**src/verilog/gdfm_pkg.sv**
```systemverilog
// gdfm_pkg: shared constants, types and register layout of the gate-driver fault and mode manager.
// assumes a 50 MHz system clock and a 32-bit APB register port.
package gdfm_pkg;

  // register map (byte addresses)
  localparam logic [7:0] CTRL_OFS = 8'h00;
  localparam logic [7:0] STAT_OFS = 8'h04;

  // control register, low bits of the word; bit 0 is the self-clearing clear command
  typedef struct packed {
    logic       warnReportEnable;
    logic       gateSupplyUvDisable;
    logic       gateStuckFaultDisable;
    logic       shuntOvercurrentDisable;
    logic [1:0] overcurrentResponseMode;
    logic       clearFaultBit;
  } gdfm_ctrl_s;

  localparam int         CTRL_W     = $bits(gdfm_ctrl_s);
  localparam gdfm_ctrl_s CTRL_RESET = 7'h00;

  // status register, read only
  typedef struct packed {
    logic shuntOvercurrent;
    logic gateSupplyUndervoltage;
    logic thermalWarning;
    logic overheatLatchedFlag;
    logic supplyLockout;
    logic gateStuckFault;
    logic drainSourceOvercurrent;
    logic globalFault;
  } gdfm_stat_s;

  localparam int STAT_W = $bits(gdfm_stat_s);

  // overcurrent response modes
  typedef enum logic [1:0] {
    OCM_LATCH  = 2'h0,
    OCM_RETRY  = 2'h1,
    OCM_REPORT = 2'h2,
    OCM_OFF    = 2'h3
  } gdfm_ocm_e;

  // device modes, one-hot
  typedef enum logic [2:0] {
    MODE_SLEEP   = 3'h1,
    MODE_LOCKOUT = 3'h2,
    MODE_OPER    = 3'h4
  } gdfm_mode_e;

  // analog monitor outputs, already synchronous to clk
  typedef struct packed {
    logic thermalWarning;
    logic thermalShutdown;
    logic motorSupplyUndervoltage;
    logic drainSenseUndervoltage;
    logic pumpUndervoltage;
    logic lowsideRegUndervoltage;
    logic gateStuckFault;
    logic drainSourceOvercurrent;
    logic shuntOvercurrent;
  } gdfm_sense_s;

  // enables to the analog and interface blocks
  typedef struct packed {
    logic gateDriveEnable;
    logic passivePulldown;
    logic chargePumpEnable;
    logic lowsideRegEnable;
    logic digitalRegEnable;
    logic senseAmpEnable;
    logic serialEnable;
  } gdfm_power_s;

  // only the passive gate pulldowns while in reset: gates must never be driven before the mode is known
  localparam gdfm_power_s POWER_RESET = 7'h20;

  // timing
  localparam int CLK_MHZ        = 50;
  localparam int RST_WINDOW_US  = 40;
  localparam int RST_WINDOW_CYC = RST_WINDOW_US * CLK_MHZ;
  localparam int RETRY_MS       = 4;
  localparam int RETRY_CYC      = RETRY_MS * 1000 * CLK_MHZ;

endpackage

```
**src/verilog/gdfm_enable_pulse.sv**
```systemverilog
// gdfm_enable_pulse: measures low periods of the enable pin and classifies them.
// assumes enablePin is synchronous to clk; a short low gives a reset pulse, a long low a sleep request.
`timescale 1ns/10ps
module gdfm_enable_pulse
  import gdfm_pkg::*;
#(
  parameter int WINDOW_CYC = RST_WINDOW_CYC
)
(
  // clock and reset
  input  wire logic clk,
  input  wire logic rst_b,
  // pin
  input  wire logic enablePin,
  // classification
  output logic      resetPulse,
  output logic      sleepReq
);

  localparam int             CW  = $clog2(WINDOW_CYC + 1);
  localparam logic [CW-1:0]  WIN = CW'(WINDOW_CYC);
  localparam logic [CW-1:0]  ONE = CW'(1);

  logic [CW-1:0] lowCnt_q;
  logic [CW-1:0] lowCnt_d;
  logic          enPrev_q;
  logic          sleepReq_q;
  logic          sleepReq_d;
  logic          resetPulse_q;
  logic          resetPulse_d;

  always_comb
  begin
    lowCnt_d     = '0;
    if (!enablePin)
    begin
      lowCnt_d = (lowCnt_q == WIN) ? lowCnt_q : lowCnt_q + ONE;
    end
    // low beyond the window means a full shutdown request
    sleepReq_d   = !enablePin && (sleepReq_q || lowCnt_q == WIN);
    resetPulse_d = enablePin && !enPrev_q && !sleepReq_q;
  end

  // sleep request comes out of reset set, so a power-up edge is never taken as a reset pulse
  always_ff @(posedge clk or negedge rst_b)
  begin
    if (!rst_b)
    begin
      lowCnt_q     <= '0;
      enPrev_q     <= 1'b0;
      sleepReq_q   <= 1'b1;
      resetPulse_q <= 1'b0;
    end
    else
    begin
      lowCnt_q     <= lowCnt_d;
      enPrev_q     <= enablePin;
      sleepReq_q   <= sleepReq_d;
      resetPulse_q <= resetPulse_d;
    end
  end

  assign resetPulse = resetPulse_q;
  assign sleepReq   = sleepReq_q;

endmodule

```
**src/verilog/gdfm_fault_mgr.sv**
```systemverilog
// gdfm_fault_mgr: fault supervision, fault pin and sleep/operating sequencing of a three-phase gate driver.
// assumes monitor inputs and the enable pin are synchronous to clk; registers sit on an APB slave port.
// Functional notes
// - thermal warning sets status, no action
// - warning status clears when temperature falls
// - warning reported on fault pin if enabled
// - overtemperature stops gates, pump; fault pin low
// - gates resume; overheat flag stays until cleared
// - thermal shutdown cannot be disabled
// - enable low means sleep, everything off
// - entering sleep restores register defaults
// - sleep or lockout: passive gate pulldowns
// - enable high, supply good: operating mode
// - latched fault holds partial shutdown
// - clear bit or enable pulse leaves it
// - long enable low goes to sleep
// - reset pulse clears faults only
// - latched overcurrent: off until cleared
// - retry overcurrent: resumes after retry time
// - report-only keeps switching; disabled ignores
//
// Register access over APB and the register offsets are this design's own decisions.
`timescale 1ns/10ps
module gdfm_fault_mgr
  import gdfm_pkg::*;
#(
  parameter int RETRY_CYCLES = RETRY_CYC,
  parameter int RST_CYCLES   = RST_WINDOW_CYC
)
(
  // clock and reset
  input  wire logic        clk,
  input  wire logic        rst_b,
  // apb slave
  input  wire logic [7:0]  paddr,
  input  wire logic        psel,
  input  wire logic        penable,
  input  wire logic        pwrite,
  input  wire logic [31:0] pwdata,
  output logic [31:0]      prdata,
  output logic             pready,
  output logic             pslverr,
  // controller pins
  input  wire logic        enablePin,
  output logic             faultOutN,
  // analog side
  input  wire gdfm_sense_s sense,
  output gdfm_power_s      power
);

  gdfm_mode_e  mode_q;
  gdfm_mode_e  mode_d;
  gdfm_ctrl_s  ctrl_q;
  gdfm_ctrl_s  ctrl_d;
  gdfm_power_s power_q;
  gdfm_power_s power_d;
  logic [31:0] prdata_q;
  logic [31:0] prdata_d;
  logic        faultOutN_q;
  logic        faultOutN_d;
  logic        globalFault_q;
  logic        tsdLatch_q;
  logic        tsdLatch_d;
  logic        dsLatch_q;
  logic        dsLatch_d;
  logic        shLatch_q;
  logic        shLatch_d;
  logic        gdfLatch_q;
  logic        gdfLatch_d;
  logic        resetPulse;
  logic        sleepReq;
  logic        retryBusy;
  logic        retryDone;
  logic        awake;
  logic        clearAll;
  logic        ocRetry;
  logic        ocHold;
  logic        dsEvt;
  logic        shEvt;
  logic        gdfEvt;
  logic        gsuvEvt;
  logic        gatesOff;
  logic        faultAny;
  logic        apbAccess;
  logic        apbWrite;
  logic        hitCtrl;
  logic        hitStat;
  gdfm_ocm_e   ocm;
  gdfm_stat_s  stat;

  gdfm_enable_pulse #(
    .WINDOW_CYC (RST_CYCLES)
  ) uEnable (
    .clk        (clk),
    .rst_b      (rst_b),
    .enablePin  (enablePin),
    .resetPulse (resetPulse),
    .sleepReq   (sleepReq)
  );

  gdfm_retry_timer #(
    .CYCLES (RETRY_CYCLES)
  ) uRetry (
    .clk   (clk),
    .rst_b (rst_b),
    .start (ocRetry && (dsEvt || shEvt)),
    .abort (!awake || ocm != OCM_RETRY),
    .busy  (retryBusy),
    .done  (retryDone)
  );

  // mode sequencing
  always_comb
  begin
    mode_d = mode_q;
    case (mode_q)
      MODE_SLEEP:
      begin
        if (enablePin)
        begin
          mode_d = sense.motorSupplyUndervoltage ? MODE_LOCKOUT : MODE_OPER;
        end
      end
      MODE_LOCKOUT:
      begin
        if (sleepReq)
        begin
          mode_d = MODE_SLEEP;
        end
        else if (!sense.motorSupplyUndervoltage)
        begin
          mode_d = MODE_OPER;
        end
      end
      MODE_OPER:
      begin
        if (sleepReq)
        begin
          mode_d = MODE_SLEEP;
        end
        else if (sense.motorSupplyUndervoltage)
        begin
          mode_d = MODE_LOCKOUT;
        end
      end
      default:
      begin
        mode_d = MODE_SLEEP;
      end
    endcase
  end

  always_ff @(posedge clk or negedge rst_b)
  begin
    if (!rst_b)
    begin
      mode_q <= MODE_SLEEP;
    end
    else
    begin
      mode_q <= mode_d;
    end
  end

  assign awake     = (mode_q != MODE_SLEEP);
  assign ocm       = gdfm_ocm_e'(ctrl_q.overcurrentResponseMode);
  // a short enable low clears faults and nothing else: registers and supplies are not touched
  assign clearAll  = ctrl_q.clearFaultBit || resetPulse;
  assign ocRetry   = (ocm == OCM_RETRY) && !retryBusy;
  assign ocHold    = (dsLatch_q || shLatch_q) && (ocm == OCM_LATCH || ocm == OCM_RETRY);
  assign dsEvt     = awake && sense.drainSourceOvercurrent && ocm != OCM_OFF;
  assign shEvt     = awake && sense.shuntOvercurrent && ocm != OCM_OFF && !ctrl_q.shuntOvercurrentDisable;
  assign gdfEvt    = awake && sense.gateStuckFault && !ctrl_q.gateStuckFaultDisable;
  assign gsuvEvt   = (sense.pumpUndervoltage || sense.lowsideRegUndervoltage) && !ctrl_q.gateSupplyUvDisable;

  // fault latches; a live condition re-sets its latch, so the set wins over any clear
  always_comb
  begin
    tsdLatch_d = awake && (sense.thermalShutdown || (tsdLatch_q && !clearAll));
    gdfLatch_d = gdfEvt || (awake && gdfLatch_q && !clearAll);
    if (ocm == OCM_RETRY)
    begin
      dsLatch_d = dsEvt || (awake && dsLatch_q && !retryDone);
      shLatch_d = shEvt || (awake && shLatch_q && !retryDone);
    end
    else
    begin
      dsLatch_d = dsEvt || (awake && dsLatch_q && !clearAll);
      shLatch_d = shEvt || (awake && shLatch_q && !clearAll);
    end
  end

  always_ff @(posedge clk or negedge rst_b)
  begin
    if (!rst_b)
    begin
      tsdLatch_q <= 1'b0;
      dsLatch_q  <= 1'b0;
      shLatch_q  <= 1'b0;
      gdfLatch_q <= 1'b0;
    end
    else
    begin
      tsdLatch_q <= tsdLatch_d;
      dsLatch_q  <= dsLatch_d;
      shLatch_q  <= shLatch_d;
      gdfLatch_q <= gdfLatch_d;
    end
  end

  // gate, fault pin and supply control
  assign gatesOff = sense.thermalShutdown
                 || sense.motorSupplyUndervoltage || sense.drainSenseUndervoltage
                 || gsuvEvt
                 || ocHold || gdfLatch_q;
  assign faultAny = awake && (gatesOff || dsLatch_q || shLatch_q
                 || (sense.thermalWarning && ctrl_q.warnReportEnable));

  always_comb
  begin
    faultOutN_d              = !faultAny;
    power_d.gateDriveEnable  = (mode_q == MODE_OPER) && !gatesOff;
    power_d.passivePulldown  = (mode_q != MODE_OPER);
    power_d.chargePumpEnable = awake && !sense.thermalShutdown;
    power_d.lowsideRegEnable = awake;
    power_d.digitalRegEnable = awake;
    power_d.senseAmpEnable   = awake;
    power_d.serialEnable     = awake;
  end

  always_ff @(posedge clk or negedge rst_b)
  begin
    if (!rst_b)
    begin
      faultOutN_q   <= 1'b1;
      globalFault_q <= 1'b0;
      power_q       <= POWER_RESET;
    end
    else
    begin
      faultOutN_q   <= faultOutN_d;
      globalFault_q <= faultAny;
      power_q       <= power_d;
    end
  end

  // apb slave; zero wait states, serial side refuses every access while asleep
  assign apbAccess = psel && penable;
  assign hitCtrl   = (paddr == CTRL_OFS);
  assign hitStat   = (paddr == STAT_OFS);
  assign apbWrite  = apbAccess && pwrite && awake && hitCtrl;
  assign pready    = 1'b1;
  assign pslverr   = apbAccess && (!awake || !(hitCtrl || (hitStat && !pwrite)));

  always_comb
  begin
    stat.shuntOvercurrent       = shLatch_q;
    stat.gateSupplyUndervoltage = awake && gsuvEvt;
    stat.thermalWarning         = awake && sense.thermalWarning;
    stat.overheatLatchedFlag    = tsdLatch_q;
    stat.supplyLockout          = awake && sense.motorSupplyUndervoltage;
    stat.gateStuckFault         = gdfLatch_q;
    stat.drainSourceOvercurrent = dsLatch_q;
    stat.globalFault            = globalFault_q;
  end

  always_comb
  begin
    prdata_d = prdata_q;
    if (psel && !penable)
    begin
      prdata_d = '0;
      if (awake && hitCtrl)
      begin
        prdata_d[CTRL_W-1:0] = ctrl_q;
      end
      else if (awake && hitStat)
      begin
        prdata_d[STAT_W-1:0] = stat;
      end
    end
    // clear command lasts one cycle
    ctrl_d               = ctrl_q;
    ctrl_d.clearFaultBit = 1'b0;
    if (!awake)
    begin
      ctrl_d = CTRL_RESET;
    end
    else if (apbWrite)
    begin
      ctrl_d = pwdata[CTRL_W-1:0];
    end
  end

  always_ff @(posedge clk or negedge rst_b)
  begin
    if (!rst_b)
    begin
      ctrl_q   <= CTRL_RESET;
      prdata_q <= '0;
    end
    else
    begin
      ctrl_q   <= ctrl_d;
      prdata_q <= prdata_d;
    end
  end

  assign prdata    = prdata_q;
  assign faultOutN = faultOutN_q;
  assign power     = power_q;
endmodule

```
**src/verilog/gdfm_retry_timer.sv**
```systemverilog
// gdfm_retry_timer: one-shot down counter for the overcurrent automatic retry time.
// assumes start is ignored while busy; abort cancels without a done pulse.
`timescale 1ns/10ps
module gdfm_retry_timer
  import gdfm_pkg::*;
#(
  parameter int CYCLES = RETRY_CYC
)
(
  // clock and reset
  input  wire logic clk,
  input  wire logic rst_b,
  // control
  input  wire logic start,
  input  wire logic abort,
  // status
  output logic      busy,
  output logic      done
);

  localparam int            CW  = $clog2(CYCLES + 1);
  localparam logic [CW-1:0] LEN = CW'(CYCLES);
  localparam logic [CW-1:0] ONE = CW'(1);

  logic [CW-1:0] cnt_q;
  logic [CW-1:0] cnt_d;
  logic          done_q;
  logic          done_d;

  always_comb
  begin
    cnt_d  = cnt_q;
    done_d = 1'b0;
    if (abort)
    begin
      cnt_d = '0;
    end
    else if (cnt_q != '0)
    begin
      cnt_d  = cnt_q - ONE;
      done_d = (cnt_q == ONE);
    end
    else if (start)
    begin
      cnt_d = LEN;
    end
  end

  always_ff @(posedge clk or negedge rst_b)
  begin
    if (!rst_b)
    begin
      cnt_q  <= '0;
      done_q <= 1'b0;
    end
    else
    begin
      cnt_q  <= cnt_d;
      done_q <= done_d;
    end
  end

  assign busy = (cnt_q != '0);
  assign done = done_q;

endmodule
```
**config.mk**
```make
export PLATFORM = sky130hd
export DESIGN_NAME = gdfm_fault_mgr
export DESIGN_NICKNAME = d
export VERILOG_FILES = /design/src/verilog/gdfm_pkg.sv /design/src/verilog/gdfm_enable_pulse.sv /design/src/verilog/gdfm_fault_mgr.sv /design/src/verilog/gdfm_retry_timer.sv
export SDC_FILE = /design/constraint.sdc
export NUM_CORES = 1
export LEC_CHECK = 0
export ABC_CLOCK_PERIOD_IN_PS = 1800
export BUFFER_PORTS_ARGS = -buffer_cell sky130_fd_sc_hd__buf_2
export CAP_MARGIN = 10
export CELL_PAD_IN_SITES_DETAIL_PLACEMENT = 0
export CELL_PAD_IN_SITES_GLOBAL_PLACEMENT = 1
export CORE_ASPECT_RATIO = 1.75
export CORE_MARGIN = 2
export CORE_UTILIZATION = 36
export CTS_BUF_LIST = sky130_fd_sc_hd__clkbuf_2
export DETAILED_ROUTE_END_ITERATION = 7
export PLACE_DENSITY_LB_ADDON = 0.1
export SLEW_MARGIN = 0
export SYNTH_ARGS = -nofsm -noshare
export SYNTH_HDL_FRONTEND = slang
export SYNTH_SLANG_ARGS = --single-unit
```
**constraint.sdc**
```tcl
create_clock -name clk -period 1.8 [get_ports clk]
set_input_delay 0.27 -clock clk [delete_from_list [all_inputs] [get_ports clk]]
set_output_delay 0.27 -clock clk [all_outputs]
set_load 0.005 [all_outputs]
```
==> flow_summary_export.csv <==
group,metric,value,unit
status,outcome,"complete, but fails checks",
status,violations,"negative setup slack",
global_route,grt-ovfl-total,0,
synthesis,async_flop_share,1.000,
place,dp_slack,-0.09299,ns
worst_setup_path,path_cells,"nor3b_2 -> buf_4 -> nor3_2 -> a21oi_1 -> buf_2",
worst_setup_path,path_class,"flop to primary output",
route,wirelength,7564,um
global_route,grt_start_max_net_pins,45,
route,drt_iter0_drc,132,
synthesis,seq_area_frac_synth,0.4930,
die,core_area,8368,um2
cells_and_area,final_common_cell,"dfrtp_1",
pwr,p_leak,2.084,nW
synthesis,synth_compound_area_frac,0.1091,
place,place_hpwl,5455,um
cells_and_area,nNetsFinal,490,
flow_run,maxCapViolCount,0,
route,drt-met1-wl,2942,um
synthesis,ys.warnings.count,0,
pwr,irDropWorstVdd,0.3331,mV
cells_and_area,layout_common_cells,"dfrtp_1, buf_4, buf_2, nand2_1, nor2_1",
clock_tree,cts_root_buffer,"clkbuf_2",
cells_and_area,seqCellArea,1531,um2
route,met3WireLength,328,um
timing,timing.final.crit_share,1.070,
timing,slew_violations,0,
cells_and_area,multi_input_area,1625,um2
global_route,antenna_found_initial,0,
timing,max_freq,519.1,MHz
clock_tree,cts_sinks,61,
worst_setup_path,worstPathArrival,1.66,ns
timing,clock_skew,0.02208,ns
clock_tree,cts_buffers,9,
synthesis,yosys.area_share.adder,0.01611,
timing,hold_violations,0,
die,die_h,126.9,um
global_route,grtUsageTotal,0.1698,
cells_and_area,final_cells,551,
clock_tree,clock_latency,0.51,ns
die,dieArea,9418,um2
synthesis,synth_cells,321,
synthesis,synth_edf_count,0,
worst_setup_path,worst_setup_path_start_kind,"flop",
route,wire_per_inst,13.73,um
place,place.gp.congestion,0.7761,
die,fp.dieW,74.23,um
worst_setup_path,rr_startpoint,"uRetry.cnt_q[6]$_DFFE_PN0P_",
route,top_layer_used,"met4",
route,firstDrtPassIters,4,
die,initial_utilization,0.3713,
route,ant_nets,0,
worst_hold_path,hold_path.class,"input pin to asynchronous set/reset pin",
cells_and_area,final_area,4288,um2
clock_tree,cts_tree,"done",
cells_and_area,n_antenna_cell,0,
pwr,power_density,748.3,nW/um2
synthesis,synth_simple_gate_area_frac,0.2195,
cells_and_area,fill_cells,839,
synthesis,ys_types,47,
timing,rsz0062_at_grt,"yes",
pwr,power,3.209,mW
synthesis,synth_xor_area_frac,0.04511,
synthesis,netlist_area,3107,um2
timing,setup_viol_count_final,4,
cells_and_area,syn_to_final_growth,38.02,%
clock_tree,htree_levels,3,
worst_setup_path,crit_path_end_kind,"primary output",
route,drc,0,
global_route,grt_pass1_vias,2561,
synthesis,synth_mux_area_frac,0.02255,
synthesis,synth_top_family_by_area,"simple AND/OR/NAND/NOR gates",
die,io_pins,97,
place,io_buffers,46,
worst_setup_path,critPathRequiredTime,1.53,ns
worst_setup_path,cpMaxStageDelayCell,"dfstp_2",
cells_and_area,finalCoreUtilization,0.5124,
place,dp.cells,509,
worst_setup_path,r2r_end,"uRetry.cnt_q[0]$_DFFE_PN0P_",
timing,tns,-0.1530,ns
clock_tree,clockBufferDepth,2,
route,num_vias,2613,
place,place_area,3667,um2
route,dr_wl_met2,4182,um
synthesis,yosys_register_bits,61,
cells_and_area,drive_gt1_frac,0.3716,
synthesis,syn_avg_cell_area,9.678,um2
global_route,grt_first_pass_wirelength,12100,um
worst_setup_path,slowest_delay,0.57,ns
timing,worst_hold_slack,0.09037,ns
synthesis,ys.flop_type,"dfrtp_1",
timing,setup_slack,-0.1264,ns
worst_setup_path,r2r_slack,-0.02,ns
worst_setup_path,cp_max_fo,2,
worst_setup_path,ff2ff_path_depth,6,
timing,min_period,1.926,ns
die,num_rows,44,
clock_tree,clk_pin_slew,0.19,ns
route,post_drt_via_cell_ratio,4.742,
[per-layer routing]
metal  GRT usage  vias to the layer above
met5           0                        -
met4     0.06618                        0
met3     0.03971                        9
met2      0.3130                       62
met1      0.1794                     1245
li1            -                     1297
[report_power, final]
group          internal [mW]  switching (mW)
sequential              1.51          0.0721
clock                  0.466           0.555
combinational          0.278           0.332
total                   2.25           0.959
[worst max path at each step]
| stage | from | end | slack (ns) | cells after the start |
|---|---|---|---|---|
| floorplan | uRetry.cnt_q[0]$_DFFE_PN0P_ | uRetry.cnt_q[11]$_DFFE_PN0P_ | -0.11 | 7 |
| global placement | uRetry.cnt_q[10]$_DFFE_PN0P_ | uRetry.cnt_q[6]$_DFFE_PN0P_ | -0.11 | 4 |
| detailed placement | paddr[1] | prdata[0]$_DFFE_PN0P_ | -0.09 | 4 |
| CTS | mode_q[0]$_DFFE_PN1P_ | pslverr | -0.21 | 5 |
| global route | mode_q[0]$_DFFE_PN1P_ | pslverr | -0.29 | 5 |
| finish | mode_q[0]$_DFFE_PN1P_ | pslverr | -0.13 | 5 |
[registers in the layout (all words and copies together), names as in the netlist, 2 cells and up]
signal / flops
ctrl_q: 5
mode_q: 3
ocm: 2
power: 4
prdata: 8
uEnable.lowCnt_q: 11
uRetry.cnt_q: 18
[final cells by class]
type	count	share of cell area
Sequential cell	61	0.3572
Multi-Input combinational cell	237	0.3790
Tap cell	115	0.03356
Inverter	8	0.007295
Timing Repair Buffer	114	0.1894
Clock buffer	9	0.01050
Clock inverter	7	0.02305
[synthesized netlist by cell type, types with 2 or more instances]
library cell | n | area, um2
a211oi_1 | 2 | 15.01
a21o_1 | 2 | 15.01
a21oi_1 | 15 | 75.07
a32o_1 | 2 | 20.02
buf_2 | 4 | 20.02
buf_4 | 28 | 210.2
clkbuf_1 | 6 | 22.52
conb_1 | 2 | 7.510
dfrtp_1 | 57 | 1426
dfstp_2 | 4 | 105.1
ha_1 | 4 | 50.05
inv_1 | 7 | 26.28
mux2i_1 | 7 | 70.07
nand2_1 | 35 | 131.4
nand2b_1 | 2 | 12.51
nand3_1 | 5 | 25.02
nand4_1 | 4 | 25.02
nand4b_1 | 2 | 17.52
nor2_1 | 28 | 105.1
nor2b_1 | 4 | 25.02
nor3_1 | 14 | 70.07
nor3b_1 | 3 | 22.52
nor4_1 | 8 | 50.05
nor4b_1 | 2 | 17.52
o21ai_0 | 21 | 105.1
o31ai_1 | 5 | 37.54
o41ai_1 | 2 | 17.52
or3_1 | 6 | 37.54
or3b_2 | 2 | 17.52
or4_1 | 7 | 52.55
xnor2_1 | 11 | 96.34
xor2_1 | 5 | 43.79
[worst max-delay path, delay by kind of cell (launching register included)]
kind | cells | cell delay, ns
simple gates | 2 | 0.19
buf+inv | 2 | 0.27
compound gates | 1 | 0.11
flops | 1 | 0.57
[timing repair]
| action | in CTS | in global routing |
|---|---|---|
| endpoints found under the setup margin | 17 | 28 |
| hold buffers | 13 | 0 |
| buffers inserted | 3 | 9 |
| gates cloned | 0 | 1 |
| resized for setup | 13 | 36 |
| pin swaps | 8 | 15 |
| hold endpoints to repair | 70 | 0 |
[logic make-up after synthesis]
| family | count (synthesis) |
|---|---|
| AOI/OAI and AO/OA | 55 |
| xor gates and xnor gates | 16 |
| adders and majority gates | 4 |
| buffers and inverters | 47 |
| DFF | 61 |
| muxes | 7 |
| other | 2 |
| and+or+nand+nor | 129 |
(Power assumes the default switching activity.)
